==> src/pkg/serial_mode_pkg.sv <==
// constants and types for the serial mode and transmit control block
package serial_mode_pkg;
  localparam int ADDR_W = 4;
  localparam logic [3:0] ADDR_LINE_MODE = 4'h0;
  localparam logic [3:0] ADDR_TX_CTRL   = 4'h1;
  localparam logic [3:0] ADDR_TX_SYNC   = 4'h2;
  localparam logic [3:0] ADDR_RX_SYNC   = 4'h3;
  localparam logic [3:0] ADDR_AUX       = 4'h4;
  localparam logic [3:0] ADDR_RX_CFG    = 4'h5;
  localparam logic [3:0] ADDR_TX_DATA   = 4'h6;
  localparam logic [3:0] ADDR_RX_DATA   = 4'h7;
  localparam logic [3:0] ADDR_STATUS    = 4'h8;

  localparam logic [7:0] LINE_MODE_RESET = 8'h04;
  localparam logic [7:0] TX_CTRL_RESET   = 8'h00;
  localparam logic [7:0] AUX_RESET       = 8'h00;
  localparam logic [7:0] RX_CFG_RESET    = 8'h00;

  // line_mode_params fields
  localparam int LM_RATE = 6;
  localparam int LM_SMODE = 4;
  localparam int LM_STOP = 2;
  localparam int LM_EVEN = 1;
  localparam int LM_PAR_EN = 0;
  // transmit_controls fields
  localparam int TC_DTR = 7;
  localparam int TC_LEN = 5;
  localparam int TC_BREAK = 4;
  localparam int TC_TX_EN = 3;
  localparam int TC_CRC16 = 2;
  localparam int TC_RTS = 1;
  localparam int TC_CRC_EN = 0;
  // aux_config fields
  localparam int AX_SYNC6 = 0;
  localparam int AX_PRESET1 = 1;
  localparam int AX_CRYSTAL = 2;
  localparam int AX_LOOP = 3;
  localparam int AX_ECHO = 4;
  localparam int AX_AUTO_EN = 5;
  localparam int AX_REQ_MODE = 6;
  localparam int AX_LOAD_INH = 7;
  // rx_config fields
  localparam int RC_LEN = 0;
  localparam int RC_RX_EN = 2;
  localparam int RC_HUNT = 3;
  // status fields
  localparam int ST_TX_EMPTY = 0;
  localparam int ST_SYNCED = 1;
  localparam int ST_RX_AVAIL = 2;
  localparam int ST_PAR_ERR = 3;
  localparam int ST_FRM_ERR = 4;
  localparam int ST_TX_IDLE = 5;

  localparam logic [1:0] STOP_SYNC = 2'b00;
  localparam logic [1:0] STOP_1P5  = 2'b10;
  localparam logic [1:0] STOP_2    = 2'b11;
  localparam logic [1:0] SM_MONO   = 2'b00;
  localparam logic [1:0] SM_BISYNC = 2'b01;
  localparam logic [1:0] SM_SDLC   = 2'b10;
  localparam logic [1:0] SM_EXT    = 2'b11;
  localparam logic [1:0] LEN_7     = 2'b01;
  localparam logic [1:0] LEN_6     = 2'b10;
  localparam logic [1:0] LEN_8     = 2'b11;
  localparam logic [6:0] DIV_1X    = 7'h01;
  localparam logic [6:0] DIV_16X   = 7'h10;
  localparam logic [6:0] DIV_32X   = 7'h20;
  localparam logic [6:0] DIV_64X   = 7'h40;

  localparam logic [7:0]  SDLC_FLAG  = 8'h7e;
  localparam logic [15:0] CRC16_POLY = 16'h8005;
  localparam logic [15:0] SDLC_POLY  = 16'h1021;

  typedef enum logic [1:0] {TX_IDLE, TX_SHIFT, TX_STOP} tx_state_t;
  typedef enum logic [1:0] {TK_DATA, TK_CRC, TK_FILL} tx_kind_t;
  typedef enum logic [2:0] {RX_OFF, RX_HUNT, RX_SYNC, RX_AIDLE, RX_ABITS} rx_state_t;
endpackage

==> src/core/serial_mode_tx_control.sv <==
// per-channel mode, transmitter and sync and async receiver logic of a serial controller
//
// The strobed register port and the register offsets were chosen for this implementation.
`timescale 1ns/1ps
`default_nettype none
module serial_mode_tx_control
  import serial_mode_pkg::*;
(
  input  wire logic                              clock,
  input  wire logic                              rst_n,
  input  wire logic [serial_mode_pkg::ADDR_W-1:0] addr,
  input  wire logic [7:0]                        wr_data,
  input  wire logic                              wr_en,
  input  wire logic                              rd_en,
  output logic      [7:0]                        rd_data,
  input  wire logic                              tx_clk,
  input  wire logic                              rx_clk,
  input  wire logic                              rxd,
  input  wire logic                              sync_n,
  output logic                                   txd,
  output logic                                   rts_n,
  output logic                                   dtr_req_n
);
  import serial_mode_pkg::*;

  logic [7:0] line_mode_params, transmit_controls, tx_sync_or_address, rx_sync_or_flag;
  logic [7:0] aux_config, rx_config, tx_buf, rx_char;
  logic       buf_full, rx_avail, par_err, frm_err;
  logic [2:0] txc_s, rxc_s;
  logic [1:0] rxd_s, sync_s;
  tx_state_t  tx_state;
  tx_kind_t   tx_kind;
  rx_state_t  rx_state;
  logic [15:0] tx_sh, rx_sh, crc;
  logic [4:0]  tx_left;
  logic [7:0]  tx_cnt, rx_cnt, rx_tgt;
  logic [3:0]  rx_idx;
  logic [9:0]  rx_acc;
  logic        crc_on, crc_pending, brk_active;

  wire wr_line = wr_en && addr == ADDR_LINE_MODE;
  wire wr_tctl = wr_en && addr == ADDR_TX_CTRL;
  wire wr_txd  = wr_en && addr == ADDR_TX_DATA;
  wire [1:0] rate  = line_mode_params[LM_RATE+:2];
  wire [1:0] smode = line_mode_params[LM_SMODE+:2];
  wire [1:0] stopc = line_mode_params[LM_STOP+:2];
  wire par_en = line_mode_params[LM_PAR_EN];
  wire even   = line_mode_params[LM_EVEN];
  wire tx_en  = transmit_controls[TC_TX_EN];
  wire sync6  = aux_config[AX_SYNC6];
  // sync mode field only counts in synchronous operation
  wire is_sync = stopc == STOP_SYNC;
  wire ext     = is_sync && smode == SM_EXT;
  wire sdlc    = is_sync && (smode == SM_SDLC || (ext && rate == 2'b11));
  wire bisync  = is_sync && smode == SM_BISYNC;
  wire mono_rx = is_sync && smode == SM_MONO;
  wire tx_edge = txc_s[1] && !txc_s[2];
  wire rx_edge = rxc_s[1] && !rxc_s[2];

  // link clocks and pins: second stage read only after the first
  always_ff @(posedge clock or negedge rst_n)
    if (!rst_n)
    begin
      txc_s <= 3'h0;
      rxc_s <= 3'h0;
      rxd_s <= 2'h3;
      sync_s <= 2'h3;
    end
    else
    begin
      txc_s <= {txc_s[1:0], tx_clk};
      rxc_s <= {rxc_s[1:0], rx_clk};
      rxd_s <= {rxd_s[0], rxd};
      sync_s <= {sync_s[0], sync_n};
    end

  logic [6:0] div;
  always_comb
  begin
    case (rate)
      2'b00: div = DIV_1X;
      2'b01: div = DIV_16X;
      2'b10: div = DIV_32X;
      default: div = DIV_64X;
    endcase
    if (is_sync && !ext)
      div = DIV_1X;
  end
  wire [7:0] div8 = {1'b0, div};
  // 1.5 stop bits degrade to one at 1x since half a clock does not exist
  wire [7:0] stop_span = stopc == STOP_1P5 ? div8 + (div8 >> 1) :
                         stopc == STOP_2 ? {div8[6:0], 1'b0} : div8;
  wire [7:0] tx_span = tx_state == TX_STOP ? stop_span : div8;
  // a drop to a lower ratio mid-count must end the bit at once, not after a counter wrap
  wire bit_end = tx_edge && tx_cnt >= tx_span - 8'h01;

  function automatic logic [3:0] char_bits(input logic [1:0] len, input logic [7:0] d);
    case (len)
      LEN_7: char_bits = 4'h7;
      LEN_6: char_bits = 4'h6;
      LEN_8: char_bits = 4'h8;
      default:
        if (!d[7]) char_bits = 4'h5;
        else if (!d[6]) char_bits = 4'h4;
        else if (!d[5]) char_bits = 4'h3;
        else if (!d[4]) char_bits = 4'h2;
        else char_bits = 4'h1;
    endcase
  endfunction

  // character frame: data right-justified, parity directly above it
  wire [3:0]  tx_n    = char_bits(transmit_controls[TC_LEN+:2], tx_buf);
  wire [7:0]  tx_mask = 8'hff >> (4'h8 - tx_n);
  wire [7:0]  tx_dat  = tx_buf & tx_mask;
  wire        tx_par  = even ? ^tx_dat : ~^tx_dat;
  wire [15:0] tx_char = {8'h00, tx_dat} | (par_en ? {15'h0000, tx_par} << tx_n : 16'h0000);
  wire [4:0]  tx_clen = {1'b0, tx_n} + {4'h0, par_en};
  wire [15:0] fill = sdlc ? {8'h00, SDLC_FLAG} : bisync ? {rx_sync_or_flag, tx_sync_or_address} :
                     {8'h00, tx_sync_or_address};
  wire [4:0]  fill_len = sdlc ? 5'h08 : bisync ? 5'h10 : sync6 ? 5'h06 : 5'h08;
  wire [15:0] poly = transmit_controls[TC_CRC16] ? CRC16_POLY : SDLC_POLY;
  wire abort_crc = tx_state == TX_SHIFT && tx_kind == TK_CRC && !tx_en;
  wire take_char = buf_full && tx_en;
  wire send_crc = is_sync && crc_pending && transmit_controls[TC_CRC_EN] && tx_en;
  wire reload = bit_end && (tx_state != TX_SHIFT || tx_left == 5'h01 || abort_crc);
  wire load = reload && !(tx_state == TX_SHIFT && !is_sync && tx_kind == TK_DATA && !abort_crc);
  wire shift_crc = bit_end && tx_state == TX_SHIFT && tx_kind == TK_DATA && crc_on;

  always_ff @(posedge clock or negedge rst_n)
    if (!rst_n)
      tx_cnt <= 8'h00;
    else if (bit_end)
      tx_cnt <= 8'h00;
    else if (tx_edge)
      tx_cnt <= tx_cnt + 8'h01;

  // transmit shifter; a started unit runs to its end, except a crc cut short when transmit enable drops
  always_ff @(posedge clock or negedge rst_n)
    if (!rst_n)
    begin
      tx_state <= TX_IDLE;
      tx_kind <= TK_DATA;
      tx_sh <= 16'hffff;
      tx_left <= 5'h00;
      crc_on <= 1'b0;
    end
    else if (bit_end && tx_state == TX_SHIFT && !reload)
    begin
      tx_sh <= {1'b1, tx_sh[15:1]};
      tx_left <= tx_left - 5'h01;
    end
    else if (reload && !load)
      tx_state <= TX_STOP;
    else if (load)
    begin
      tx_state <= TX_SHIFT;
      if (abort_crc)
      begin
        tx_kind <= TK_FILL;
        tx_sh <= fill;
        tx_left <= fill_len;
      end
      else if (take_char)
      begin
        tx_kind <= TK_DATA;
        crc_on <= transmit_controls[TC_CRC_EN];
        tx_sh <= is_sync ? tx_char : {tx_char[14:0], 1'b0};
        tx_left <= is_sync ? tx_clen : tx_clen + 5'h01;
      end
      else if (send_crc)
      begin
        tx_kind <= TK_CRC;
        tx_sh <= {<<{crc}};
        tx_left <= 5'h10;
      end
      else if (is_sync && tx_en)
      begin
        tx_kind <= TK_FILL;
        tx_sh <= fill;
        tx_left <= fill_len;
      end
      else
        tx_state <= TX_IDLE;
    end

  always_ff @(posedge clock or negedge rst_n)
    if (!rst_n)
      buf_full <= 1'b0;
    else if (wr_txd)
      buf_full <= 1'b1;
    else if (load && take_char && !abort_crc)
      buf_full <= 1'b0;

  // crc takes the line bits of marked characters lsb first, parity bit included
  always_ff @(posedge clock or negedge rst_n)
    if (!rst_n)
    begin
      crc <= 16'h0000;
      crc_pending <= 1'b0;
    end
    else
    begin
      if (shift_crc)
        crc <= {crc[14:0], 1'b0} ^ ((crc[15] ^ tx_sh[0]) ? poly : 16'h0000);
      if (load && !abort_crc && take_char && transmit_controls[TC_CRC_EN] && !crc_pending)
      begin
        crc <= aux_config[AX_PRESET1] ? 16'hffff : 16'h0000;
        crc_pending <= 1'b1;
      end
      else if (load && !take_char && (send_crc || abort_crc))
        crc_pending <= 1'b0;
    end

  always_ff @(posedge clock or negedge rst_n)
    if (!rst_n)
      brk_active <= 1'b0;
    else if (tx_edge)
      brk_active <= transmit_controls[TC_BREAK];

  wire line_bit = tx_state == TX_SHIFT ? tx_sh[0] :
                  (!tx_en && (aux_config[AX_ECHO] || aux_config[AX_LOOP])) ? rxd_s[1] : 1'b1;
  always_ff @(posedge clock or negedge rst_n)
    if (!rst_n)
    begin
      txd <= 1'b1;
      rts_n <= 1'b1;
      dtr_req_n <= 1'b1;
    end
    else
    begin
      txd <= brk_active ? 1'b0 : line_bit;
      rts_n <= !(transmit_controls[TC_RTS] || (!is_sync && aux_config[AX_AUTO_EN] &&
                 (tx_state != TX_IDLE || buf_full)));
      dtr_req_n <= aux_config[AX_REQ_MODE] ? !(tx_en && !buf_full) :
                   !transmit_controls[TC_DTR];
    end

  // receiver: hunt and character assembly in sync modes, start-bit framing in async
  wire rx_en = rx_config[RC_RX_EN];
  wire rx_bit = rx_edge && rx_cnt >= div8 - 8'h01;
  wire [15:0] rx_nsh = {rxd_s[1], rx_sh[15:1]};
  wire pin_hit = !aux_config[AX_CRYSTAL] && !sync_s[1];
  wire m8 = sync6 ? rx_nsh[15:10] == rx_sync_or_flag[5:0] : rx_nsh[15:8] == rx_sync_or_flag;
  wire mbi = sync6 ? rx_nsh[15:4] == {rx_sync_or_flag[5:0], tx_sync_or_address[5:0]} :
             rx_nsh == {rx_sync_or_flag, tx_sync_or_address};
  wire flag_hit = rx_nsh[15:8] == rx_sync_or_flag;
  logic hunt_hit;
  always_comb
  begin
    hunt_hit = 1'b0;
    if (ext)
      case (rate)
        2'b10: hunt_hit = pin_hit || m8;
        2'b11: hunt_hit = pin_hit || flag_hit;
        default: hunt_hit = pin_hit;
      endcase
    else if (sdlc)
      hunt_hit = flag_hit;
    else if (bisync)
      hunt_hit = mbi;
    else
      hunt_hit = m8;
  end
  wire [3:0] rx_n = char_bits(rx_config[RC_LEN+:2], 8'hff);
  wire [3:0] rx_tot = rx_n + {3'h0, par_en};
  wire [7:0] rx_dmask = 8'hff >> (4'h8 - rx_n);
  wire [7:0] rx_keep = rx_n == 4'h8 ? 8'hff : 8'hff >> (4'h8 - rx_tot);
  wire [7:0] rx_pmask = rx_acc[7:0] & rx_dmask;
  wire rx_pexp = even ? ^rx_pmask : ~^rx_pmask;
  wire hunt_cmd = wr_en && addr == ADDR_RX_CFG && wr_data[RC_HUNT];
  wire drop = (mono_rx && aux_config[AX_LOAD_INH] && rx_nsh[15:8] == tx_sync_or_address) ||
              (sdlc && flag_hit);
  logic rx_put, rx_perr, rx_ferr, synced_now;
  logic [7:0] rx_val;

  always_ff @(posedge clock or negedge rst_n)
    if (!rst_n)
    begin
      rx_state <= RX_OFF;
      rx_cnt <= 8'h00;
      rx_tgt <= 8'h00;
      rx_idx <= 4'h0;
      rx_sh <= 16'h0000;
      rx_acc <= 10'h000;
      rx_put <= 1'b0;
      rx_perr <= 1'b0;
      rx_ferr <= 1'b0;
      rx_val <= 8'h00;
      synced_now <= 1'b0;
    end
    else
    begin
      rx_put <= 1'b0;
      synced_now <= 1'b0;
      if (!rx_en)
        rx_state <= RX_OFF;
      else
        case (rx_state)
          RX_OFF, RX_HUNT:
          begin
            if (!is_sync)
              rx_state <= RX_AIDLE;
            else if (rx_state == RX_OFF)
              rx_state <= RX_HUNT;
            else if (rx_bit && hunt_hit)
            begin
              rx_state <= RX_SYNC;
              rx_idx <= 4'h0;
              synced_now <= 1'b1;
            end
          end
          RX_SYNC:
            if (hunt_cmd || !is_sync)
              rx_state <= RX_OFF;
            else if (rx_bit && ((sdlc && flag_hit) || (ext && rate == 2'b11 && pin_hit)))
              rx_idx <= 4'h0;
            else if (rx_bit)
            begin
              rx_idx <= rx_idx == 4'h7 ? 4'h0 : rx_idx + 4'h1;
              if (rx_idx == 4'h7 && !drop)
              begin
                rx_val <= rx_nsh[15:8];
                rx_put <= 1'b1;
                rx_perr <= 1'b0;
                rx_ferr <= 1'b0;
              end
            end
          RX_AIDLE:
            if (is_sync)
              rx_state <= RX_OFF;
            else if (rx_edge && !rxd_s[1])
            begin
              rx_state <= RX_ABITS;
              rx_cnt <= 8'h00;
              rx_tgt <= (div8 >> 1) | 8'h01;
              // at 1x the detecting edge is already mid start bit, so the next sample is d0
              rx_idx <= div8 == 8'h01 ? 4'h1 : 4'h0;
            end
          RX_ABITS:
            if (rx_edge && rx_cnt == rx_tgt - 8'h01)
            begin
              rx_cnt <= 8'h00;
              rx_tgt <= div8;
              rx_idx <= rx_idx + 4'h1;
              if (rx_idx == 4'h0 && rxd_s[1])
                rx_state <= RX_AIDLE;
              else if (rx_idx == rx_tot + 4'h1)
              begin
                rx_state <= RX_AIDLE;
                rx_val <= rx_acc[7:0] & rx_keep | ~rx_keep;
                rx_put <= 1'b1;
                rx_perr <= par_en && rx_acc[rx_n] != rx_pexp;
                rx_ferr <= !rxd_s[1];
              end
              else if (rx_idx != 4'h0)
                rx_acc[rx_idx - 4'h1] <= rxd_s[1];
            end
            else if (rx_edge)
              rx_cnt <= rx_cnt + 8'h01;
          default:
            rx_state <= RX_OFF;
        endcase
      if (rx_state != RX_ABITS && rx_state != RX_AIDLE)
      begin
        if (rx_bit)
          rx_sh <= rx_nsh;
        if (rx_edge)
          rx_cnt <= rx_bit ? 8'h00 : rx_cnt + 8'h01;
      end
    end

  // software registers; a software write wins over the hardware clear of the break bit
  always_ff @(posedge clock or negedge rst_n)
    if (!rst_n)
    begin
      line_mode_params <= LINE_MODE_RESET;
      transmit_controls <= TX_CTRL_RESET;
      tx_sync_or_address <= 8'h00;
      rx_sync_or_flag <= 8'h00;
      aux_config <= AUX_RESET;
      rx_config <= RX_CFG_RESET;
      tx_buf <= 8'h00;
    end
    else
    begin
      if (wr_line)
        line_mode_params <= wr_data;
      if (wr_tctl)
        transmit_controls <= wr_data;
      else if (synced_now && mono_rx && aux_config[AX_LOOP])
        transmit_controls[TC_BREAK] <= 1'b0;
      if (wr_en && addr == ADDR_TX_SYNC)
        tx_sync_or_address <= wr_data;
      if (wr_en && addr == ADDR_RX_SYNC)
        rx_sync_or_flag <= wr_data;
      if (wr_en && addr == ADDR_AUX)
        aux_config <= wr_data;
      if (wr_en && addr == ADDR_RX_CFG)
        rx_config <= {4'h0, wr_data[3:0] & 4'h7};
      if (wr_txd)
        tx_buf <= wr_data;
    end

  always_ff @(posedge clock or negedge rst_n)
    if (!rst_n)
    begin
      rx_char <= 8'h00;
      rx_avail <= 1'b0;
      par_err <= 1'b0;
      frm_err <= 1'b0;
    end
    else
    begin
      if (rx_put)
        rx_char <= rx_val;
      rx_avail <= rx_put || (rx_avail && !(rd_en && addr == ADDR_RX_DATA));
      par_err <= (rx_put && rx_perr) || (par_err && !(rd_en && addr == ADDR_STATUS));
      frm_err <= (rx_put && rx_ferr) || (frm_err && !(rd_en && addr == ADDR_STATUS));
    end

  logic [7:0] status;
  always_comb
  begin
    status = 8'h00;
    status[ST_TX_EMPTY] = !buf_full;
    status[ST_SYNCED] = rx_state == RX_SYNC;
    status[ST_RX_AVAIL] = rx_avail;
    status[ST_PAR_ERR] = par_err;
    status[ST_FRM_ERR] = frm_err;
    status[ST_TX_IDLE] = tx_state == TX_IDLE;
  end

  always_ff @(posedge clock or negedge rst_n)
    if (!rst_n)
      rd_data <= 8'h00;
    else if (rd_en)
      case (addr)
        ADDR_LINE_MODE: rd_data <= line_mode_params;
        ADDR_TX_CTRL: rd_data <= transmit_controls;
        ADDR_TX_SYNC: rd_data <= tx_sync_or_address;
        ADDR_RX_SYNC: rd_data <= rx_sync_or_flag;
        ADDR_AUX: rd_data <= aux_config;
        ADDR_RX_CFG: rd_data <= rx_config;
        ADDR_RX_DATA: rd_data <= rx_char;
        ADDR_STATUS: rd_data <= status;
        default: rd_data <= 8'h00;
      endcase
    else
      rd_data <= 8'h00;
endmodule
`default_nettype wire

==> config.mk <==
export PLATFORM = sky130hd
export DESIGN_NAME = serial_mode_tx_control
export DESIGN_NICKNAME = d
export VERILOG_FILES = /design/src/pkg/serial_mode_pkg.sv /design/src/core/serial_mode_tx_control.sv
export SDC_FILE = /design/constraint.sdc
export NUM_CORES = 1
export LEC_CHECK = 0
export BUFFER_PORTS_ARGS = -buffer_cell sky130_fd_sc_hd__buf_2
export CAP_MARGIN = 20
export CORE_UTILIZATION = 38
export CTS_CLUSTER_DIAMETER = 80
export DETAILED_ROUTE_END_ITERATION = 7
export GPL_ROUTABILITY_DRIVEN = 1
export SYNTH_ARGS = -nofsm -noshare
export SYNTH_HDL_FRONTEND = slang
export SYNTH_SLANG_ARGS = --single-unit
==> constraint.sdc <==
create_clock -name clock -period 6.4 [get_ports clock]
set_clock_uncertainty 0.2 [all_clocks]
set_input_delay 1.28 -clock clock [delete_from_list [all_inputs] [get_ports clock]]
set_output_delay 1.28 -clock clock [all_outputs]
set_load 0.005 [all_outputs]
# Yosys cells after proc, flatten, opt, wreduce, memory -nomap -nowiden
# Index checks and enable logic that the tools add are counted.
[classes]
add_sub_neg = 16
order_cmp = 5
n_eq_ne = 63
n_shift = 4
mux = 146
bitwise_logic = 13
n_reduce_logical = 143
[ops]
columns = ["operator", "count"]
rows = [
  ["16-bit 2-to-1 mux", 16],
  ["8-bit 2-to-1 mux", 25],
  ["1-bit logical AND", 70],
  ["8-bit case mux with 8 select lines", 1],
  ["5-bit 2-to-1 mux", 10],
  ["4-bit 2-to-1 mux", 12],
  ["8-bit case mux with 2 select lines", 3],
  ["1-bit 2-to-1 mux", 47],
  ["3-bit 2-to-1 mux", 11],
  ["8-bit AND", 3],
  ["8-bit == test", 3],
  ["2-bit inequality test (second input constant)", 12],
  ["4-bit case mux with 3 select lines", 2],
  ["8-bit by 4-bit right shift with 8-bit output (first input constant)", 3],
  ["2-bit == test (second input constant)", 11],
  ["1-bit zero test", 21],
  ["7-bit case mux with 3 select lines", 1],
  ["4-bit by 3-bit == test with 1-bit output (second input constant)", 5],
  ["2-bit nonzero test", 10],
  ["8-bit by 1-bit adder with 8-bit output (second input constant)", 2],
  ["16-bit == test", 1],
  ["8-bit greater-or-equal comparator", 2],
  ["2-bit 2-to-1 mux", 8],
  ["8-bit by 16-bit OR with 16-bit output", 1],
  ["59 further kinds", 110],
]
[totals]
ff_bits = 197
in_bits = 20
output_inout_bits = 11
elab_cells = 431

# Longest topological paths before layout
# Gate-level depths: netlist (run 1).
[logic_depth]
depth_word = 19
mapped_depth = 26
ltp_nobuf = 21

# Least setup slack after synthesis (run 1)
# OpenSTA, ideal clock, no wires.
[synth_path]
path_type = "reg2reg"
from = "reg line_mode_params[2]"
to = "reg tx_sh[4]"
setup_time_ps = 86
t_arrival_ps = 4336
t_required_ps = 6114
setup_slack_ps = 1779
path_stages_with_launch = 26
n_path_buf = 4
synth_period_minus_slack_ps = 4621
path_cell_list = "dfstp_2 buf_2 nor2_1 buf_2 nand2_1 nand2_1 nor2_1 ha_1 ha_1 mux2i_1 nor2_1 a21oi_1 nand3_1 xnor2_1 ha_1 a21o_1 a21oi_1 inv_1 a211oi_1 nor2b_1 clkbuf_1 and2_0 nand2b_1 clkbuf_1 o22ai_1 o31ai_1"
[synth_via]
elab_chain_cells = 17
word_cells_on_any_way = 46
classes_between = "add/sub: 2; order compare: 1; eq/ne: 3; mux: 13; reduce/logical: 27"
[synth_lines]
columns = ["element", "line_no", "text"]
rows = [
  ["from (decl)", "serial_mode_tx_control.sv:26", "logic [7:0] line_mode_params, transmit_controls, tx_sync_or_address, rx_sync_or_flag;"],
  ["from (signal assigned)", "serial_mode_tx_control.sv:387", "line_mode_params <= wr_data;"],
  ["2-bit zero test", "serial_mode_tx_control.sv:52", "wire is_sync = stopc == STOP_SYNC;"],
  ["1-bit logical AND", "serial_mode_tx_control.sv:53", "wire ext = is_sync && smode == SM_EXT;"],
  ["1-bit zero test", "serial_mode_tx_control.sv:86", "if (is_sync && !ext)"],
  ["1-bit logical AND", "serial_mode_tx_control.sv:86", ""],
  ["7-bit 2-to-1 mux", "serial_mode_tx_control.sv:86", ""],
  ["7-bit by 6-bit adder with 8-bit output / 8-bit 2-to-1 mux (equally long branches)", "serial_mode_tx_control.sv:91, serial_mode_tx_control.sv:92", ""],
  ["8-bit 2-to-1 mux", "serial_mode_tx_control.sv:91", "wire [7:0] stop_span = stopc == STOP_1P5 ? div8 + (div8 >> 1) :"],
  ["8-bit 2-to-1 mux", "serial_mode_tx_control.sv:93", "wire [7:0] tx_span = tx_state == TX_STOP ? stop_span : div8;"],
  ["8-bit by 1-bit subtractor with 8-bit output", "serial_mode_tx_control.sv:95", "wire bit_end = tx_edge && tx_cnt >= tx_span - 8'h01;"],
  ["8-bit greater-or-equal comparator", "serial_mode_tx_control.sv:95", ""],
  ["1-bit logical AND", "serial_mode_tx_control.sv:95", ""],
  ["1-bit logical AND", "serial_mode_tx_control.sv:125", "wire reload = bit_end && (tx_state != TX_SHIFT || tx_left == 5'h01 || abort_crc);"],
  ["1-bit logical AND", "serial_mode_tx_control.sv:126", "wire load = reload && !(tx_state == TX_SHIFT && !is_sync && tx_kind == TK_DATA && !abort_crc);"],
  ["1-bit zero test", "serial_mode_tx_control.sv:152", "else if (reload && !load)"],
  ["1-bit logical AND", "serial_mode_tx_control.sv:152", ""],
  ["2-bit inequality test (no line)", "--", ""],
  ["3-bit AND reduction (no line)", "--", ""],
  ["to (signal assigned)", "serial_mode_tx_control.sv:149", "tx_sh <= {1'b1, tx_sh[15:1]};"],
  ["to (signal assigned)", "serial_mode_tx_control.sv:160", "tx_sh <= fill;"],
  ["to (signal assigned)", "serial_mode_tx_control.sv:167", "tx_sh <= is_sync ? tx_char : {tx_char[14:0], 1'b0};"],
  ["to (decl)", "serial_mode_tx_control.sv:34", "logic [15:0] tx_sh, rx_sh, crc;"],
]
# Several ways; a longest one is shown, not always the timed one. The select of a mux whose other input is x is not followed.
# A chain may end at the register's enable or synchronous reset.

# Worst setup path after layout (run 1)
[layout_path]
from = "reg line_mode_params[2]"
to = "reg tx_left[3]"
[layout_via]
elab_chain_cells = 17
word_cells_on_any_way = 48
classes_between = "add/sub: 2; order compare: 1; eq/ne: 3; mux: 14; reduce/logical: 28"
[layout_lines]
columns = ["element", "line_no", "text"]
rows = [
  ["2-bit zero test", "serial_mode_tx_control.sv:52", ""],
  ["1-bit logical AND", "serial_mode_tx_control.sv:53", ""],
  ["1-bit zero test", "serial_mode_tx_control.sv:86", ""],
  ["1-bit logical AND", "serial_mode_tx_control.sv:86", ""],
  ["7-bit 2-to-1 mux", "serial_mode_tx_control.sv:86", ""],
  ["7-bit by 6-bit adder with 8-bit output / 8-bit 2-to-1 mux (equally long branches)", "serial_mode_tx_control.sv:91, serial_mode_tx_control.sv:92", ""],
  ["8-bit 2-to-1 mux", "serial_mode_tx_control.sv:91", ""],
  ["8-bit 2-to-1 mux", "serial_mode_tx_control.sv:93", ""],
  ["8-bit by 1-bit subtractor with 8-bit output", "serial_mode_tx_control.sv:95", ""],
  ["8-bit greater-or-equal comparator", "serial_mode_tx_control.sv:95", ""],
  ["1-bit logical AND", "serial_mode_tx_control.sv:95", ""],
  ["1-bit logical AND", "serial_mode_tx_control.sv:125", ""],
  ["1-bit logical AND", "serial_mode_tx_control.sv:126", ""],
  ["1-bit zero test", "serial_mode_tx_control.sv:152", ""],
  ["1-bit logical AND", "serial_mode_tx_control.sv:152", ""],
  ["2-bit inequality test (no line)", "--", ""],
  ["3-bit AND reduction (no line)", "--", ""],
  ["to (signal assigned)", "serial_mode_tx_control.sv:150", "tx_left <= tx_left - 5'h01;"],
  ["to (signal assigned)", "serial_mode_tx_control.sv:161", "tx_left <= fill_len;"],
  ["to (signal assigned)", "serial_mode_tx_control.sv:168", "tx_left <= is_sync ? tx_clen : tx_clen + 5'h01;"],
  ["to (decl)", "serial_mode_tx_control.sv:35", "logic [4:0] tx_left;"],
]
# Several ways; a longest one is shown, not always the timed one. The select of a mux whose other input is x is not followed.

==> results of run 1 <==
final cells by class:
cell class	instances	area, µm²	share of cell area
flip-flops and latches	193	4860	0.3729
clock buffers	19	442.9	0.03399
repair buffers	38	220.2	0.01690
well taps	396	495.5	0.03802
clock inverters	13	140.1	0.01075
multi-input cells	959	6723	0.5159
inverters	40	150.1	0.01152
registers in the layout, summed over array words and instances, names as in the netlist, 10 cells and up:
register  flops
crc          16
tx_sh        16
rx_sh        15
rx_acc       10
path summary, 6_finish.rpt:
kind / to / cells after the start
max: tx_left[3] / 20
min: txc_s[1] / 0
max reg2reg: tx_left[3] / 20
min reg2reg: txc_s[1] / 0
max in group asynchronous: crc[7] / 2
min in group asynchronous: rd_data[3] / 1
synth_stat cells, drive strengths merged (15+ instances only):
cell type,instances,area [µm²]
nand2b,18,112.6
nor4,17,133.9
nand2,146,550.5
a21oi,64,320.3
mux2i,29,290.3
o22ai,15,93.84
nor2b,27,168.9
xor2,46,402.9
nand3,38,190.2
mux2,81,912.1
dfrtp,169,4229
clkbuf,56,212.7
xnor2,39,349.1
o21ai,76,380.4
inv,39,146.4
nor3,33,176.4
a31oi,16,100.1
ha,51,638.1
buf,16,90.08
nor2,68,267.8
dfstp,24,630.6
metrics by stage:
step	area (µm²)	power (mW)	std cells	worst slack, ns	hold WS, ns
detailed placement	12440	3.895	1625	0.9236	0.1364
CTS	13030	4.978	1657	0.8701	0.1434
global placement	12430	3.851	1624	1.121	0.1333
floorplan	12040	3.346	1264	1.779	0.1312
global route	13030	5.333	1658	0.3299	0.1474
finish	13030	4.973	1658	0.8130	0.1430
power breakdown:
group	switching, mW	internal (mW)
sequential	0.427	1.52
combinational	1.12	0.833
clock	0.540	0.534
kinds of logic after synthesis:
family / after synthesis / synth area share
AOI/OAI and AO/OA: 293 / 0.1602
xor gates and xnor gates: 87 / 0.06622
adders and majority gates: 53 / 0.05635
buffers and inverters: 112 / 0.03763
DFF: 193 / 0.4038
muxes: 112 / 0.1036
and+or+nand+nor: 414 / 0.1722
layer usage:
metal | global-route usage | vias to the layer above | wire length [µm]
li1 | - | 4526 | -
met1 | 0.3034 | 4688 | 15280
met2 | 0.3335 | 335 | 15080
met3 | 0.03485 | 50 | 2250
met4 | 0.05966 | 0 | 660
met5 | 0 | - | 0
cell usage in the layout, fill, tap and decap left out, types with 10 or more instances in the layout:
cell type,n
sky130_fd_sc_hd__a21oi_1,64
sky130_fd_sc_hd__a221oi_1,10
sky130_fd_sc_hd__a22oi_1,10
sky130_fd_sc_hd__a31oi_1,16
sky130_fd_sc_hd__and2_1,11
sky130_fd_sc_hd__buf_2,30
sky130_fd_sc_hd__clkbuf_16,17
sky130_fd_sc_hd__dfrtp_1,169
sky130_fd_sc_hd__dfstp_2,24
sky130_fd_sc_hd__ha_1,51
sky130_fd_sc_hd__inv_1,38
sky130_fd_sc_hd__mux2_2,81
sky130_fd_sc_hd__mux2i_1,29
sky130_fd_sc_hd__nand2_1,145
sky130_fd_sc_hd__nand2b_1,18
sky130_fd_sc_hd__nand3_1,38
sky130_fd_sc_hd__nor2_1,65
sky130_fd_sc_hd__nor2b_1,27
sky130_fd_sc_hd__nor3_1,32
sky130_fd_sc_hd__nor4_1,14
sky130_fd_sc_hd__o211ai_1,13
sky130_fd_sc_hd__o21ai_0,71
sky130_fd_sc_hd__o22ai_1,15
sky130_fd_sc_hd__o31ai_1,10
sky130_fd_sc_hd__xnor2_1,38
sky130_fd_sc_hd__xor2_1,46
==> metrics.txt, run 1 <==
outcome=finished with violations; failing checks=design-rule violations; Critical-path top delay cell=sky130_fd_sc_hd__and2_0; area of the core=between 0.03 and 0.04 mm²; critical path required time=~6.6 ns; post-synthesis cell area=0.01204 mm²; x dimension of the die=180.0 µm; Layout Utilization=0.4216; largest buffer count on any clock path=2; worst relative slew slack=0.2677; maximum achievable frequency=179.0 MHz; drt via density=5.790; transition time of the tightest slew-check pin=about 1.1 ns; list of cells traversed by the critical path=nor2_1, nand2_1, nand2_1, nor2_1, ha_1, ha_1, o21ai_0, mux2i_1, a32oi_1, nand4_1, xor2_1, ha_1, o21a_1, o21ai_0, a21oi_1, nor2b_1, and2_0, nand2b_1, a21oi_1, a311oi_1; Setup TNS=0 ns; height of the die=180.0 µm; vias in the first global route=9367; fill count=3041; number of hold violations in the final report=0; Final Wtd Congestion=0.9258; vias post-DR=~9.6k; startpoint of the most critical hold path=txc_s[0]; synthesized instance count=1264; count of endpoints failing setup in the final report=0; antenna violations before repair=0; number of library cell types mapped by synthesis=87; area growth from synthesis to final layout=8.275%; register clock-pin slew on the reported worst setup and hold paths=0.08 ns; path type of the worst min-delay path=reg2reg; register-to-register path setup slack=0.81 ns; Pleak=5.586 nW; start point of the critical path=line_mode_params[2]; die area=0.03239 mm²; Top Ports=31; proportion of register bits with asynchronous set or reset after synthesis=1.000; largest stage delay on the critical path=~0.67 ns; count of maximum capacitance violations=0; total clock sinks=193; quantity of I/O buffers inserted on ports=30; Overflow after GRT=0; part of the Yosys area used for sequential elements=0.4038; Post-synth top flop=sky130_fd_sc_hd__dfrtp_1; Mapped Nets=1337; unrepaired setup endpoints after global routing=false; number of levels in the clock H-tree=4; flip-flop and latch count after synthesis=193; post-route antenna net violation count=0; Core Rows=64; count of inserted antenna diode cells=0; maximum vdd drop=~0.00019 V; maximum number of pins on one net before global-route repair=94; Final nets=1322; count of flip-flops with a built-in enable after synthesis=0; worst skew pair latency=around 0.45 ns; Slew Viols, Final=0; category of the critical setup timing path=reg2reg; critical path capture point type=flop; drt pass-1 iters=8; Detail Placement HPWL=24580 µm; final worst path period need=5.587 ns; per-instance average area after synthesis=between 9 and 10 µm²; Crit path top cell by count=sky130_fd_sc_hd__ha_1; number of gates resized after cts=0; number of buffers inserted during clock tree synthesis=17; proportion of layout cells with a drive suffix above 1=0.1545; CP startpoint kind=flop; top cell family by delay on the critical path=simple AND/OR/NAND/NOR gates; warning count from the yosys run=0; power density cells=between 300 and 400 mW/mm²; Crit path buffers/inverters=0; data arrival at the endpoint of the critical path=between 5 and 6 ns; final WL=between 30000 and 40000 µm; Starting DRT DRC Count=around 960; reg-to-reg startpoint=line_mode_params[2]; first-pass GRT wire length=54140 µm; CTS Root Buffer Type=sky130_fd_sc_hd__clkbuf_16; Wirelength per Cell=between 20 and 25 µm; TritonCTS clock tree=yes; maximum fanout along the worst path=14; cts-stage hold buffer count=0; initial core utilization=0.3894; final worst-path cycle share=0.8730; total global-route track usage=0.2132; number of buffers inserted to repair setup after CTS=0; DRC violation count after routing=2
(Power assumes the default switching activity.)
==> inputs of run 2 (changes only) <==
--- a/config.mk
+++ b/config.mk
@@ -8,6 +8,7 @@
 export BUFFER_PORTS_ARGS = -buffer_cell sky130_fd_sc_hd__buf_2
 export CAP_MARGIN = 20
 export CORE_UTILIZATION = 38
+export CTS_BUF_LIST = sky130_fd_sc_hd__clkbuf_8
 export CTS_CLUSTER_DIAMETER = 80
 export DETAILED_ROUTE_END_ITERATION = 7
 export GPL_ROUTABILITY_DRIVEN = 1
==> metrics.txt, run 2 (synthesis results as in run 1) <==
outcome=finished with violations; failing checks=design-rule violations; hold path endpoint=txc_s[1]; Wirelength per Cell=20.14 µm; Overflow after GRT=0; TritonCTS clock tree=yes; relative contribution of the clock network to total power=0.172; register clock-pin slew on the reported worst setup and hold paths=0.11 ns; Detail Placement HPWL=24580 µm; number of buffers inserted during clock tree synthesis=17; Overall Power=4.708 mW; data arrival at the endpoint of the critical path=5.80 ns; post-route antenna net violation count=0; drt via density=5.796; CP startpoint kind=flop; Final Wtd Congestion=0.9258; CTS Root Buffer Type=sky130_fd_sc_hd__clkbuf_8; largest buffer count on any clock path=2; vias post-DR=9609; quantity of I/O buffers inserted on ports=30; die area=between 0.03 and 0.04 mm²; critical path required time=6.60 ns; Critical-path top delay cell=sky130_fd_sc_hd__and2_0; worst relative slew slack=0.2709; number of hold violations in the final report=0; number of buffers inserted to repair setup after CTS=0; worst skew pair latency=0.49 ns; maximum achievable frequency=roughly 180 MHz; critical path capture point type=flop; height of the die=roughly 180 µm; vias in the first global route=9331; total clock sinks=~190; drt pass-1 iters=7; list of cells traversed by the critical path=nor2_1, nand2_1, nand2_1, nor2_1, ha_1, ha_1, o21ai_0, mux2i_1, a32oi_1, nand4_1, xor2_1, ha_1, o21a_1, o21ai_0, a21oi_1, nor2b_1, and2_0, nand2b_1, a21oi_1, a311oi_1; transition time of the tightest slew-check pin=about 1.1 ns; worst hold path depth=0; total global-route track usage=0.2135; register share of total power=0.413; switching component of the power=just over 2 mW; Top Registers=crc (16), tx_sh (16), rx_sh (15); combinational share of power=0.415; Starting DRT DRC Count=998; summed area of non-filler cells in the final layout=~0.013 mm²; DRC violation count after routing=2; count of maximum capacitance violations=0; proportion of layout cells with a drive suffix above 1=0.1545; Slew Viols, Final=0; count of inserted antenna diode cells=0; final worst path period need=5.605 ns; reg-to-reg startpoint=line_mode_params[2]; category of the critical setup timing path=reg2reg; area of the core=0.03091 mm²; startpoint of the most critical hold path=txc_s[0]; antenna violations before repair=0; cell internal power dissipation=about 2.7 mW; x dimension of the die=between 150 and 200 µm; Setup TNS=0 ns; most frequent standard cell in the layout excluding fill and tap cells=sky130_fd_sc_hd__dfrtp_1; Top Ports=31; Worst Hold Margin=0.1413 ns; capturing point of the worst reg2reg path=tx_left[3]; number of gates resized after cts=0; unrepaired setup endpoints after global routing=false; largest stage delay on the critical path=0.65 ns; cts-stage hold buffer count=0; Core Rows=64; Final nets=1322; first-pass GRT wire length=~54000 µm; maximum fanout along the worst path=14; placed cell area=0.01244 mm²; final worst-path cycle share=0.8759; area growth from synthesis to final layout=6.685%; fill count=3067; number of levels in the clock H-tree=4; maximum vdd drop=~0.00017 V; register-to-register path setup slack=0.79 ns; r2r worst-path depth=20; count of endpoints failing setup in the final report=0; final WL=33400 µm; Pleak=5.503 nW; maximum number of pins on one net before global-route repair=94; most frequent cells in the layout=sky130_fd_sc_hd__dfrtp_1 (169), sky130_fd_sc_hd__nand2_1 (145), sky130_fd_sc_hd__mux2_2 (81); Crit path top cell by count=sky130_fd_sc_hd__ha_1; power density cells=366.7 mW/mm²; share of total power consumed by net switching=0.4365; initial core utilization=0.3894; path type of the worst min-delay path=reg2reg
run 2: changes by cell type in the layout (fill, tap and decap cells not counted):
cell	delta
sky130_fd_sc_hd__clkbuf_16	-17
sky130_fd_sc_hd__clkbuf_8	+17
sky130_fd_sc_hd__clkbuf_1	-1
sky130_fd_sc_hd__inv_1	+1
run 2: per-layer routing:
layer  up-vias  track usage  share of wire
li1       4515            -              -
met3        36      0.02958          0.057
met4         0      0.05621          0.018
met2       271       0.3326           0.46
met1      4787       0.3096           0.47
met5         -            0              0
run 2: stage by stage:
stage          cells  setup slack, ns    util
4_1_cts         1657           0.8699  0.4152
3_3_place_gp    1624            1.121  0.4022
3_5_place_dp    1625           0.9236  0.4026
5_1_grt         1658           0.3514  0.4154
6_report        1658           0.7946  0.4154
2_1_floorplan   1264            1.779       -
run 2: final cells by class:
class	instances	area (µm²)	area share
Multi-Input combinational cell	959	6723	0.5236
Tap cell	396	495.5	0.03859
Sequential cell	193	4860	0.3785
Clock buffer	18	247.7	0.01929
Timing Repair Buffer	38	220.2	0.01715
Inverter	40	150.1	0.01169
Clock inverter	14	143.9	0.01121
run 2: power groups by stage:
stage	logic, mW	clock network [mW]	registers (mW)
floorplan	1.62	0	1.73
global placement	1.89	0	1.96
detailed placement	1.93	0	1.96
CTS	1.95	0.827	1.94
global route	2.20	0.878	1.99
finish	1.95	0.808	1.95
run 2: how the worst max path moves through the flow:
| stage | end | cells past startpoint | slack [ns] | from |
|---|---|---|---|---|
| after detailed placement | tx_left[3] | 20 | 0.92 | line_mode_params[2] |
| after floorplan | tx_sh[4] | 25 | 1.78 | line_mode_params[2] |
| final | tx_left[3] | 20 | 0.79 | line_mode_params[2] |
| after global placement | tx_left[3] | 20 | 1.12 | line_mode_params[2] |
| after global routing | tx_left[3] | 20 | 0.35 | line_mode_params[2] |
| after CTS | tx_left[3] | 20 | 0.87 | line_mode_params[2] |
run 2: critical path, delay by kind of cell, from the launching register on:
kind | cells | cell delay [ns]
and+or+nand+nor | 8 | 2.51
AOI/OAI and AO/OA | 7 | 1.13
adders and majority gates | 3 | 0.71
DFF | 1 | 0.64
xor gates and xnor gates | 1 | 0.17
muxes | 1 | 0.15
==> inputs of run 3 (changes only) <==
==> constraint.sdc (replaced) <==
create_clock -name clock -period 4.5 [get_ports clock]
set_clock_uncertainty 0.2 [all_clocks]
set_input_delay 0.9 -clock clock [delete_from_list [all_inputs] [get_ports clock]]
set_output_delay 0.9 -clock clock [all_outputs]
set_load 0.005 [all_outputs]
==> metrics.txt, run 3 (synthesis results as in run 1) <==
maximum fanout along the worst path=10; final WL=33120 µm; outcome=finished with violations; Wirelength per Cell=19.56 µm; Slew Viols, Final=0; drt via density=5.690; largest stage delay on the critical path=0.48 ns; fill count=a little over 3k; initial core utilization=0.3894; die area=about 0.032 mm²; largest buffer count on any clock path=2; number of buffers inserted during clock tree synthesis=17; unrepaired setup endpoints after global routing=false; register share of total power=0.391; vias in the first global route=9328; number of hold violations in the final report=0; worst skew pair latency=0.52 ns; path type of the worst min-delay path=reg2reg; failing checks=design-rule violations; relative contribution of the clock network to total power=0.183; Top Ports=31; quantity of I/O buffers inserted on ports=30; TritonCTS clock tree=yes; proportion of layout cells with a drive suffix above 1=0.1890; Overflow after GRT=0; cell internal power dissipation=between 4 and 5 mW; total clock sinks=193; share of total power consumed by net switching=0.4258; CP startpoint kind=flop; most frequent standard cell in the layout excluding fill and tap cells=sky130_fd_sc_hd__dfrtp_1; most frequent cells in the layout=sky130_fd_sc_hd__dfrtp_1 (168), sky130_fd_sc_hd__nand2_1 (143), sky130_fd_sc_hd__mux2_2 (81); Setup TNS=0 ns; Detail Placement HPWL=~25000 µm; list of cells traversed by the critical path=inv_1, ha_1, and2_1, a211o_1, buf_4, ha_1, and2b_1, xnor3_1, nor2b_1, xnor3_2, o21ai_1, nor3b_2, buf_4, a22oi_1, o311ai_2, a22o_1; Starting DRT DRC Count=873; register-to-register path setup slack=0.25 ns; post-route antenna net violation count=0; first-pass GRT wire length=53770 µm; antenna violations before repair=2; maximum vdd drop=0.0003978 V; maximum achievable frequency=235.3 MHz; Top Registers=crc (16), tx_sh (16), rx_sh (15); count of endpoints failing setup in the final report=0; height of the die=180.0 µm; CTS Root Buffer Type=sky130_fd_sc_hd__clkbuf_8; placed cell area=0.01269 mm²; total global-route track usage=0.2122; Core Rows=64; switching component of the power=2.982 mW; power density cells=529.0 mW/mm²; critical path capture point type=flop; Final Wtd Congestion=0.9218; Critical-path top delay cell=sky130_fd_sc_hd__xnor3_2; Final nets=1356; x dimension of the die=180.0 µm; final worst path period need=4.250 ns; maximum number of pins on one net before global-route repair=~100; combinational share of power=0.426; category of the critical setup timing path=reg2reg; critical path required time=4.74 ns; Pleak=5.717 nW; area of the core=0.03091 mm²; area growth from synthesis to final layout=10.02%; final worst-path cycle share=0.9444; DRC violation count after routing=1; summed area of non-filler cells in the final layout=around 0.013 mm²; transition time of the tightest slew-check pin=0.9494 ns; count of maximum capacitance violations=0; data arrival at the endpoint of the critical path=4.49 ns; register clock-pin slew on the reported worst setup and hold paths=0.12 ns; vias post-DR=slightly below 10k; Worst Hold Margin=~0.16 ns; drt pass-1 iters=8; worst relative slew slack=0.3616; number of levels in the clock H-tree=4
[run 3: metal layers]
layer  track usage  up-vias  wire length [µm]
li1              -     4601                 -
met1        0.3055     4701             15600
met2        0.3237      275             14910
met3       0.03201       54              1784
met4       0.07241        2               812
met5             0        -                13
[run 3: metrics by stage]
step	cells	worst slack (ns)	util	total power, mW
floorplan	1264	0.01362	-	4.763
global placement	1654	0.1657	0.4107	5.595
detailed placement	1654	0.09873	0.4107	5.646
CTS	1686	0.05375	0.4251	6.944
global route	1693	0.008501	0.4284	7.502
finish	1693	0.2504	0.4284	7.005
[run 3: critical path, delay by kind of cell, from the launching register on]
kind	cells	cell delay, ns
AOI/OAI and AO/OA	5	1.10
xor gates and xnor gates	2	0.79
adders and majority gates	2	0.47
buffers and inverters	3	0.44
DFF	1	0.41
and+or+nand+nor	4	0.75
[run 3: layout make-up]
cell class,count,area [µm²],share of cell area
tap,396,495.5,0.03742
timing repair buffer,72,499.2,0.03770
antenna,1,2.502,0.0001890
clock inverter,15,212.7,0.01606
inverter,40,150.1,0.01134
clock buffer,17,234.0,0.01767
multi-input combinational,959,6787,0.5125
sequential,193,4861,0.3671
[run 3: path summary, 6_finish.rpt]
kind | from | to | cells after the start
setup / recovery | transmit_controls[6] | tx_sh[0] | 16
hold / removal | txc_s[0] | txc_s[1] | 0
setup reg to reg | transmit_controls[6] | tx_sh[0] | 16
hold reg to reg | txc_s[0] | txc_s[1] | 0
max in group asynchronous | rst_n | txd | 2
min in group asynchronous | rst_n | rx_acc[9] | 1
[run 3: power by group through the flow]
stage          combinational [mW]  sequential, mW  clock (mW)
2_1_floorplan                2.31            2.45           0
3_3_place_gp                 2.84            2.75           0
3_5_place_dp                 2.89            2.76           0
4_1_cts                      2.90            2.73        1.31
5_1_grt                      3.34            2.79        1.37
6_report                     2.99            2.74        1.28
[run 3: what timing repair did]
| action | CTS | global route |
|---|---|---|
| buffers inserted | 0 | 6 |
| setup endpoints to repair | 0 | 39 |
| gates resized for setup | 0 | 15 |
| hold buffers | 0 | 0 |
